===== config.mk =====
export PLATFORM = sky130hd
export DESIGN_NAME = dpoc_cfg_bank
export DESIGN_NICKNAME = d
export VERILOG_FILES = /design/src/dpoc_pkg.sv /design/src/dpoc_byte_reg.sv /design/src/dpoc_cfg_bank.sv /design/src/dpoc_osc_accum.sv
export VERILOG_INCLUDE_DIRS = /design/src
export SDC_FILE = /design/constraint.sdc
export NUM_CORES = 1
export LEC_CHECK = 0
export ABC_AREA = 1
export BUFFER_PORTS_ARGS = -buffer_cell sky130_fd_sc_hd__buf_2
export CAP_MARGIN = 0
export CORE_MARGIN = 2
export CORE_UTILIZATION = 55
export DETAILED_ROUTE_END_ITERATION = 16
export GPL_TIMING_DRIVEN = 1
export PLACE_DENSITY = 0.83
export SETUP_SLACK_MARGIN = 0.5
export SLEW_MARGIN = 20
export SYNTH_ARGS = -nofsm -noshare
export SYNTH_HDL_FRONTEND = slang
export SYNTH_HIERARCHICAL = 1
export SYNTH_SLANG_ARGS = --single-unit

===== constraint.sdc =====
create_clock -name clk_in -period 4.79 [get_ports clk_in]
set_input_delay 0.2395 -clock clk_in [delete_from_list [all_inputs] [get_ports clk_in]]
set_output_delay 0.2395 -clock clk_in [all_outputs]
set_load 0.02 [all_outputs]

===== src/dpoc_regs.svh =====
`ifndef DPOC_REGS_SVH
`define DPOC_REGS_SVH

// =====================================================================
// register addresses of the bank
`define DPOC_ADDR_LOOP      8'h02
`define DPOC_ADDR_FREQ0     8'h03
`define DPOC_ADDR_FREQ1     8'h04
`define DPOC_ADDR_FREQ2     8'h05
`define DPOC_ADDR_FREQ3     8'h06
`define DPOC_ADDR_PH_LO     8'h07
`define DPOC_ADDR_PH_HI     8'h08
`define DPOC_ADDR_A_CFG1    8'h09
`define DPOC_ADDR_A_CFG2    8'h0a
`define DPOC_ADDR_A_CFG3    8'h0b
`define DPOC_ADDR_B_CFG1    8'h0c
`define DPOC_ADDR_B_CFG2    8'h0d
`define DPOC_ADDR_B_CFG3    8'h0e

// =====================================================================
// field positions
`define DPOC_LOOP_OFF_BIT   7
`define DPOC_DIV_OFF_BIT    5
`define DPOC_DIV_HI         4
`define DPOC_DIV_LO         3
`define DPOC_PHS_HI         2
`define DPOC_PHS_LO         1
`define DPOC_EDGE_BIT       0
`define DPOC_PWR_BIT        7
`define DPOC_SLEEP_BIT      6

// =====================================================================
// writable-bit masks and reset value
`define DPOC_MASK_LOOP      8'hbf
`define DPOC_MASK_CFG1      8'hfe
`define DPOC_MASK_FULL      8'hff
`define DPOC_RST_BYTE       8'h00

// =====================================================================
// decoded timing figures (ps), phase steps (degrees) and low power bit count
`define DPOC_DLY0_PS        10'd130
`define DPOC_DLY1_PS        10'd280
`define DPOC_DLY2_PS        10'd430
`define DPOC_DLY3_PS        10'd580
`define DPOC_PHS1_DEG       9'd120
`define DPOC_PHS2_DEG       9'd240
`define DPOC_LP_BITS        5

`endif

===== src/dpoc_pkg.sv =====
package dpoc_pkg;

    // host access to the byte registers
    typedef struct packed {
        logic       wr;
        logic       rd;
        logic [7:0] addr;
        logic [7:0] wdata;
    } dpoc_reg_req_t;

    // decoded clock synthesis loop settings
    typedef struct packed {
        logic       synth_loop_off;
        logic       loop_divider_off;
        logic [3:0] div_ratio;
        logic       div_code_invalid;
        logic [9:0] clk_delay_ps;
        logic [8:0] phase_shift_deg;
        logic       sample_clock_edge_invert;
    } dpoc_loop_cfg_t;

    // per-channel analog core settings
    typedef struct packed {
        logic        power_off;
        logic        sleep;
        logic [10:0] offset;
        logic [3:0]  gain_coarse;
        logic [5:0]  gain_fine;
    } dpoc_chan_cfg_t;

    // index of each byte register inside the bank
    typedef enum logic [3:0] {
        IDX_LOOP, IDX_FREQ0, IDX_FREQ1, IDX_FREQ2, IDX_FREQ3, IDX_PH_LO, IDX_PH_HI,
        IDX_A_CFG1, IDX_A_CFG2, IDX_A_CFG3, IDX_B_CFG1, IDX_B_CFG2, IDX_B_CFG3
    } dpoc_reg_idx_t;

endpackage


===== src/dpoc_byte_reg.sv =====
`timescale 1ns/1ns

module dpoc_byte_reg #(
    parameter logic [7:0] MASK = 8'hff,
    parameter logic [7:0] RST  = 8'h00
) (
    input  wire logic       clk_in,
    input  wire logic       rstn_in,
    input  wire logic       clr_in,
    input  wire logic       we_in,
    input  wire logic [7:0] d_in,
    output logic [7:0]      q_out
);
    logic [7:0] q_r;

    // soft clear beats a write in the same cycle so a reset write is never half undone
    always_ff @(posedge clk_in)
    begin
        if (!rstn_in || clr_in)
            q_r <= RST & MASK;
        else if (we_in)
            q_r <= d_in & MASK;
    end

    assign q_out = q_r;

endmodule


===== src/dpoc_cfg_bank.sv =====
`timescale 1ns/1ns
`include "dpoc_regs.svh"

// =====================================================================
// Overview of operation
// - loop config bit 7 powers the loop off; bit 5 powers its divider off.
// - bits 4:3 give divide by 2/4/8 (11 invalid) or delay 130 to 580 ps.
// - bit 0 inverts the sample clock edge, with the loop on or off.
// - frequency word bytes 7:0 to 31:24 come from addresses 03h to 06h.
// - phase word low byte from the low register, high byte from high.
// - channel A first register: bit 7 powers off, bit 6 enables sleep.
// - channel A offset is 11 bits: low five in 5:1, upper six at 0Bh.
// - channel A coarse gain: bits 1:0 at 0Ah 7:6, bits 3:2 at 0Bh 7:6.
// - channel A fine gain is bits 5:0 of 0Ah.
// - channel B register 0Ch: bit 7 powers off, bit 6 enables sleep.
// - channel B offset: low five from 0Ch 5:1, upper six from 0Eh 5:0.
// - channel B coarse gain: bits 1:0 at 0Dh 7:6, bits 3:2 at 0Eh 7:6.
// - channel B fine gain is bits 5:0 of 0Dh.
// - low power oscillator uses only five top bits of 06h and 08h.
// - clearing oscillator enable stops it and zeroes its accumulator; output phase then shows the phase word (its top five bits in low power).
// - interface reset returns every byte register of this bank to default.
module dpoc_cfg_bank
    import dpoc_pkg::*;
(
    input  wire logic           clk_in,
    input  wire logic           rstn_in,
    input  wire dpoc_reg_req_t  req_in,
    input  wire logic           soft_reset_in,
    input  wire logic           osc_enable_in,
    input  wire logic           osc_low_power_sel_in,
    output logic [7:0]          rdata_out,
    output dpoc_loop_cfg_t      loop_cfg_out,
    output dpoc_chan_cfg_t      chan_a_out,
    output dpoc_chan_cfg_t      chan_b_out,
    output logic [31:0]         osc_freq_word_out,
    output logic [15:0]         osc_phase_word_out,
    output logic [15:0]         osc_phase_out
);

    // =================================================================
    // register table
    localparam int NREG = 13;

    localparam logic [7:0] REG_ADDR [NREG] = '{
        `DPOC_ADDR_LOOP,   `DPOC_ADDR_FREQ0,  `DPOC_ADDR_FREQ1,  `DPOC_ADDR_FREQ2,
        `DPOC_ADDR_FREQ3,  `DPOC_ADDR_PH_LO,  `DPOC_ADDR_PH_HI,  `DPOC_ADDR_A_CFG1,
        `DPOC_ADDR_A_CFG2, `DPOC_ADDR_A_CFG3, `DPOC_ADDR_B_CFG1, `DPOC_ADDR_B_CFG2,
        `DPOC_ADDR_B_CFG3
    };

    // reserved positions are masked at the write so they can never read back set
    localparam logic [7:0] REG_MASK [NREG] = '{
        `DPOC_MASK_LOOP, `DPOC_MASK_FULL, `DPOC_MASK_FULL, `DPOC_MASK_FULL,
        `DPOC_MASK_FULL, `DPOC_MASK_FULL, `DPOC_MASK_FULL, `DPOC_MASK_CFG1,
        `DPOC_MASK_FULL, `DPOC_MASK_FULL, `DPOC_MASK_CFG1, `DPOC_MASK_FULL,
        `DPOC_MASK_FULL
    };

    logic [7:0]      reg_q [NREG];
    logic [NREG-1:0] reg_we;
    logic [7:0]      rdata_nxt;
    logic [7:0]      rdata_r;
    dpoc_loop_cfg_t  loop_nxt;
    dpoc_loop_cfg_t  loop_r;
    logic [7:0]      lp;
    logic [7:0]      a1;
    logic [7:0]      a2;
    logic [7:0]      a3;
    logic [7:0]      b1;
    logic [7:0]      b2;
    logic [7:0]      b3;

    // =================================================================
    // byte registers, one per address
    // each register only sees its own strobe, so multi-byte words change a byte at a time
    for (genvar i = 0; i < NREG; i++)
    begin : g_reg
        assign reg_we[i] = req_in.wr && (req_in.addr == REG_ADDR[i]);

        dpoc_byte_reg #(
            .MASK (REG_MASK[i]),
            .RST  (`DPOC_RST_BYTE)
        ) u_reg (
            .clk_in  (clk_in),
            .rstn_in (rstn_in),
            .clr_in  (soft_reset_in),
            .we_in   (reg_we[i]),
            .d_in    (req_in.wdata),
            .q_out   (reg_q[i])
        );
    end

    // =================================================================
    // read path
    // unmapped addresses answer zero rather than holding the last value
    always_comb
    begin
        rdata_nxt = 8'h00;
        for (int k = 0; k < NREG; k++)
        begin
            if (req_in.addr == REG_ADDR[k])
                rdata_nxt = reg_q[k];
        end
    end

    // read data registered one cycle after the strobe, held until the next read
    always_ff @(posedge clk_in)
    begin
        if (!rstn_in)
            rdata_r <= 8'h00;
        else if (req_in.rd)
            rdata_r <= rdata_nxt;
    end

    assign rdata_out = rdata_r;

    // =================================================================
    // short names for the configuration bytes
    assign lp = reg_q[IDX_LOOP];
    assign a1 = reg_q[IDX_A_CFG1];
    assign a2 = reg_q[IDX_A_CFG2];
    assign a3 = reg_q[IDX_A_CFG3];
    assign b1 = reg_q[IDX_B_CFG1];
    assign b2 = reg_q[IDX_B_CFG2];
    assign b3 = reg_q[IDX_B_CFG3];

    // =================================================================
    // clock synthesis loop decode
    // both meanings of the divider field are decoded; the user picks by loop state
    always_comb
    begin
        loop_nxt                          = '0;
        loop_nxt.synth_loop_off           = lp[`DPOC_LOOP_OFF_BIT];
        loop_nxt.loop_divider_off         = lp[`DPOC_DIV_OFF_BIT];
        loop_nxt.sample_clock_edge_invert = lp[`DPOC_EDGE_BIT];
        case (lp[`DPOC_DIV_HI:`DPOC_DIV_LO])
            2'b00:
            begin
                loop_nxt.div_ratio    = 4'h2;
                loop_nxt.clk_delay_ps = `DPOC_DLY0_PS;
            end
            2'b01:
            begin
                loop_nxt.div_ratio    = 4'h4;
                loop_nxt.clk_delay_ps = `DPOC_DLY1_PS;
            end
            2'b10:
            begin
                loop_nxt.div_ratio    = 4'h8;
                loop_nxt.clk_delay_ps = `DPOC_DLY2_PS;
            end
            default:
            begin
                // code 11 has no divider meaning; flag it instead of guessing a ratio
                loop_nxt.div_ratio        = 4'h0;
                loop_nxt.div_code_invalid = !lp[`DPOC_LOOP_OFF_BIT];
                loop_nxt.clk_delay_ps     = `DPOC_DLY3_PS;
            end
        endcase
        case (lp[`DPOC_PHS_HI:`DPOC_PHS_LO])
            2'b01:   loop_nxt.phase_shift_deg = `DPOC_PHS1_DEG;
            2'b10:   loop_nxt.phase_shift_deg = `DPOC_PHS2_DEG;
            default: loop_nxt.phase_shift_deg = 9'h000;
        endcase
    end

    // decoded loop settings come from flip-flops, one cycle behind the register
    always_ff @(posedge clk_in)
    begin
        if (!rstn_in)
            loop_r <= '0;
        else
            loop_r <= loop_nxt;
    end

    assign loop_cfg_out = loop_r;

    // =================================================================
    // channel field assembly
    always_comb
    begin
        chan_a_out.power_off   = a1[`DPOC_PWR_BIT];
        chan_a_out.sleep       = a1[`DPOC_SLEEP_BIT];
        chan_a_out.offset      = {a3[5:0], a1[5:1]};
        chan_a_out.gain_coarse = {a3[7:6], a2[7:6]};
        chan_a_out.gain_fine   = a2[5:0];
        chan_b_out.power_off   = b1[`DPOC_PWR_BIT];
        chan_b_out.sleep       = b1[`DPOC_SLEEP_BIT];
        chan_b_out.offset      = {b3[5:0], b1[5:1]};
        chan_b_out.gain_coarse = {b3[7:6], b2[7:6]};
        chan_b_out.gain_fine   = b2[5:0];
    end

    // =================================================================
    // oscillator words and accumulator
    // the word is not shadowed: a multi-byte update is seen byte by byte
    assign osc_freq_word_out  = {reg_q[IDX_FREQ3], reg_q[IDX_FREQ2],
                                 reg_q[IDX_FREQ1], reg_q[IDX_FREQ0]};
    assign osc_phase_word_out = {reg_q[IDX_PH_HI], reg_q[IDX_PH_LO]};

    dpoc_osc_accum #(
        .ACC_W (32),
        .PH_W  (16)
    ) u_osc (
        .clk_in               (clk_in),
        .rstn_in              (rstn_in),
        .osc_enable_in        (osc_enable_in),
        .osc_low_power_sel_in (osc_low_power_sel_in),
        .freq_word_in         (osc_freq_word_out),
        .phase_word_in        (osc_phase_word_out),
        .phase_out            (osc_phase_out)
    );
endmodule


===== src/dpoc_osc_accum.sv =====
`timescale 1ns/1ns
`include "dpoc_regs.svh"

module dpoc_osc_accum #(
    parameter int ACC_W = 32,
    parameter int PH_W  = 16
) (
    input  wire logic             clk_in,
    input  wire logic             rstn_in,
    input  wire logic             osc_enable_in,
    input  wire logic             osc_low_power_sel_in,
    input  wire logic [ACC_W-1:0] freq_word_in,
    input  wire logic [PH_W-1:0]  phase_word_in,
    output logic [PH_W-1:0]       phase_out
);
    localparam int LP = `DPOC_LP_BITS;

    logic [ACC_W-1:0] acc_r;
    logic [ACC_W-1:0] step;
    logic [PH_W-1:0]  ofs;
    logic [PH_W-1:0]  phase_r;

    // low power keeps only the top bits, which also keeps the adder toggling low
    assign step = osc_low_power_sel_in ? {freq_word_in[ACC_W-1 -: LP], {(ACC_W-LP){1'b0}}}
                                       : freq_word_in;
    assign ofs  = osc_low_power_sel_in ? {phase_word_in[PH_W-1 -: LP], {(PH_W-LP){1'b0}}}
                                       : phase_word_in;

    // phase accumulator, held at zero while disabled
    always_ff @(posedge clk_in)
    begin
        if (!rstn_in || !osc_enable_in)
            acc_r <= '0;
        else
            acc_r <= acc_r + step;
    end

    // output phase, low bits blanked in low power mode
    always_ff @(posedge clk_in)
    begin
        if (!rstn_in)
            phase_r <= '0;
        else if (osc_low_power_sel_in)
            phase_r <= {acc_r[ACC_W-1 -: LP] + ofs[PH_W-1 -: LP], {(PH_W-LP){1'b0}}};
        else
            phase_r <= acc_r[ACC_W-1 -: PH_W] + ofs;
    end

    assign phase_out = phase_r;
endmodule


==> results_dict.tcl <==
set metrics [dict create \
    drv_slew 0 \
    criticalPathCategory "primary input to register" \
    die_area_mm2 0.0203 \
    via_per_inst 5.40 \
    final_util 0.636 \
    r2r-start "g_reg[5].u_reg/q_out[0]$_SDFFE_PP0P_" \
    grt_pass1_wl_um 50100 \
    vias 11100 \
    finalPower_w 0.00295 \
    post_cts_resized 0 \
    ant_nets 0 \
    avgSynthCellArea_um2 6.37 \
    critPathMaxFanout 39 \
    io_pins 168 \
    drc 0 \
    yosysSeqAreaShare 0.325 \
    power_frac_seq 0.482 \
    reg2reg_to "u_osc/phase_out[12]$_SDFF_PN0_" \
    htree_levels 4 \
    r2r_setup_slack_ns 2.57 \
    start_util 0.561 \
    cp.arrival_ns 2.59 \
    synth_edf_count 0 \
    first_pass_iters 7 \
    post_cts.repair.setup_buffers 0 \
    hold_depth 3 \
    portBuffers 161 \
    power_density_mw_per_mm2 248 \
    area_growth_pct 13.4 \
    routedWlPerCell_um 15.8 \
    drt-initial-drc-count 1175 \
    clock_latency_ns 0.44 \
    leakagePower_nw 5.96 \
    grt_pass1_vias 10000 \
    synth_top_area_cell "dfxtp_1" \
    ys_types 43 \
    synth_top_area_frac 0.325 \
    startpoint_type "primary input" \
    setup_viol 0 \
    clock_power_share 0.476 \
    final_common_cell "nand2_1" \
    switching_share 0.255 \
    crit_path_end_kind "register" \
    fmax_ghz 0.444 \
    placed_cell_area_mm2 0.0113 \
    die_y_um 142 \
    skew_ns 0.0144 \
    internal_power_w 0.00220 \
    worstHoldStart "osc_enable_in" \
    async_flop_share 0 \
    cts_tree "built" \
    required_ns 5.12 \
    antenna_found_initial 1 \
    rr_worst_depth 11 \
    routed_wl_um 32300 \
    critPathLaunch "osc_low_power_sel_in" \
    whs_ns 0.100 \
    cts_buffer_depth 2 \
    ys_warn_count 6 \
    nNetsFinal 1876 \
    core_mm2 0.0188 \
    hpwlAfterDp_um 24400 \
    period_share 0.470 \
    grt.total_usage 0.314 \
    grt_setup_unrepaired "no" \
    cts_inserted_buffers 17 \
    hold_class "primary input to register" \
    path_clk_slew_ns 0.07 \
    final_area_mm2 0.0119 \
    drive_gt1_frac 0.156 \
    syn-instance-count 1651 \
    yosys-top-cells-area "dfxtp_1 33%, nand2_1 20%, inv_1 8.2%" \
    synth_area_mm2 0.0105 \
    cts_hold_buf 0 \
    slew_headroom 0.353 \
    grt-ovfl-total 0 \
    power_switching_w 0.000752 \
    final_cell_mix "560 x nand2_1, 231 x inv_1, 171 x dfxtp_1, 170 x a21oi_1, 161 x buf_2" \
    hold_viol 0 \
    status "finished, final reports clean" \
    fin_setup_tns_ns 0 \
    p_comb_frac 0.042 \
    synth-main-ff-cell "dfxtp_1" \
    grt_start_max_net_pins 40 \
    dieWidth_um 142 \
    routabilityCongestion 0.979 \
    cp-endpoint "u_osc/phase_out[15]$_SDFF_PN0_" \
    root_buffer "clkbuf_16" \
    cts.sink_count 171 \
    fp-row-count 50 \
    ir_worst_vdd_uv 283 \
    worst_slew_pin_slew_ns 0.969 \
    ys_ff_latch 171 \
    maxCapViolCount 0 \
    finalCriticalPeriod_ns 2.25 \
]
[area by class of cell]
type,count,area (um2)
clock buffer,19,443
fill,1715,6840
timing repair buffer,167,851
antenna,2,5.00
tap,234,293
clock inverter,13,148
sequential,171,3420
inverter,254,955
multi-input combinational,1187,5810
[routing by layer]
layer / GRT usage / part of all wire
met5: 0 / 0
met4: 0.122 / 0.032
met3: 0.0596 / 0.097
met2: 0.496 / 0.45
met1: 0.427 / 0.42
[cells in the mapped netlist, types with 2 or more instances]
cell type	count
buf_6	16
a21oi_1	170
o211ai_1	4
a21o_1	2
nor4_1	6
a21oi_2	8
nor2_4	5
inv_1	231
nor3_2	6
nand3_1	83
o21a_1	2
nand2_2	20
conb_1	4
ha_1	52
nor3_4	3
nand2_1	560
o21bai_1	7
or2_0	3
nand3_2	6
nor2_1	152
inv_2	21
nand2_4	5
buf_4	16
nand4_1	18
fa_1	3
nor3_1	5
xnor2_1	3
nor2_2	7
o21ai_0	33
and2_1	7
dfxtp_1	171
o21ai_1	2
buf_2	6
clkbuf_1	4
buf_1	2
[metrics by stage]
stage / setup WS (ns) / cells
2_1_floorplan: 2.52 / 1656
3_3_place_gp: 2.15 / 2013
3_5_place_dp: 2.11 / 2013
4_1_cts: 2.57 / 2045
5_1_grt: 2.31 / 2046
6_report: 2.54 / 2047
[how the worst min path moves through the flow]
| stage | end | slack [ns] |
|---|---|---|
| after detailed placement | rdata_out[1]$_SDFFE_PN0P_ | 0.46 |
| after floorplan | u_osc/phase_out[13]$_SDFF_PN0_ | 0.36 |
| final | u_osc/acc_r[0]$_SDFF_PP0_ | 0.10 |
| after CTS | u_osc/acc_r[1]$_SDFF_PP0_ | 0.1 |
| after global routing | u_osc/acc_r[1]$_SDFF_PP0_ | 0.13 |
| after global placement | rdata_out[1]$_SDFFE_PN0P_ | 0.46 |
[critical path, stage by stage]
cell and delay (ns):
buf_2 0.56, inv_1 0.35, nand2_1 0.23, inv_1 0.07
ha_1 0.27, nand2_1 0.07, o21ai_1 0.25, nand3_1 0.11
nand3_1 0.14, nand2_1 0.09, a21oi_1 0.13, nor2_1 0.06
[flip-flops by register name, summed over array words and instances (netlist names)]
signal,cells
loop_cfg_out,14
rdata_out,8
u_osc/acc_r,32
g.u_reg/q_out,101
u_osc/phase_out,16
[logic make-up (layout without fill, tap and decap cells)]
group / count (synthesis) / in the layout / synth area share
AND/OR/NAND/NOR: 891 / 891 / 0.363
XOR/XNOR: 4 / 4 / 0.00333
flip-flops: 171 / 171 / 0.325
AO/OA/AOI/OAI: 228 / 228 / 0.115
buffers and inverters: 298 / 453 / 0.124
adder cells (fa/ha/maj): 55 / 55 / 0.0675
other: 4 / 11 / 0.00143
[power by group through the flow]
stage | sequential (W) | combinational [W] | clock [W]
6_report | 0.00142 | 0.000125 | 0.00140
5_1_grt | 0.00142 | 0.000134 | 0.00148
4_1_cts | 0.00142 | 0.000121 | 0.00141
3_5_place_dp | 0.00146 | 0.000121 | 0
3_3_place_gp | 0.00146 | 0.000120 | 0
2_1_floorplan | 0.00146 | 0.0000707 | 0
(Power assumes the default switching activity.)
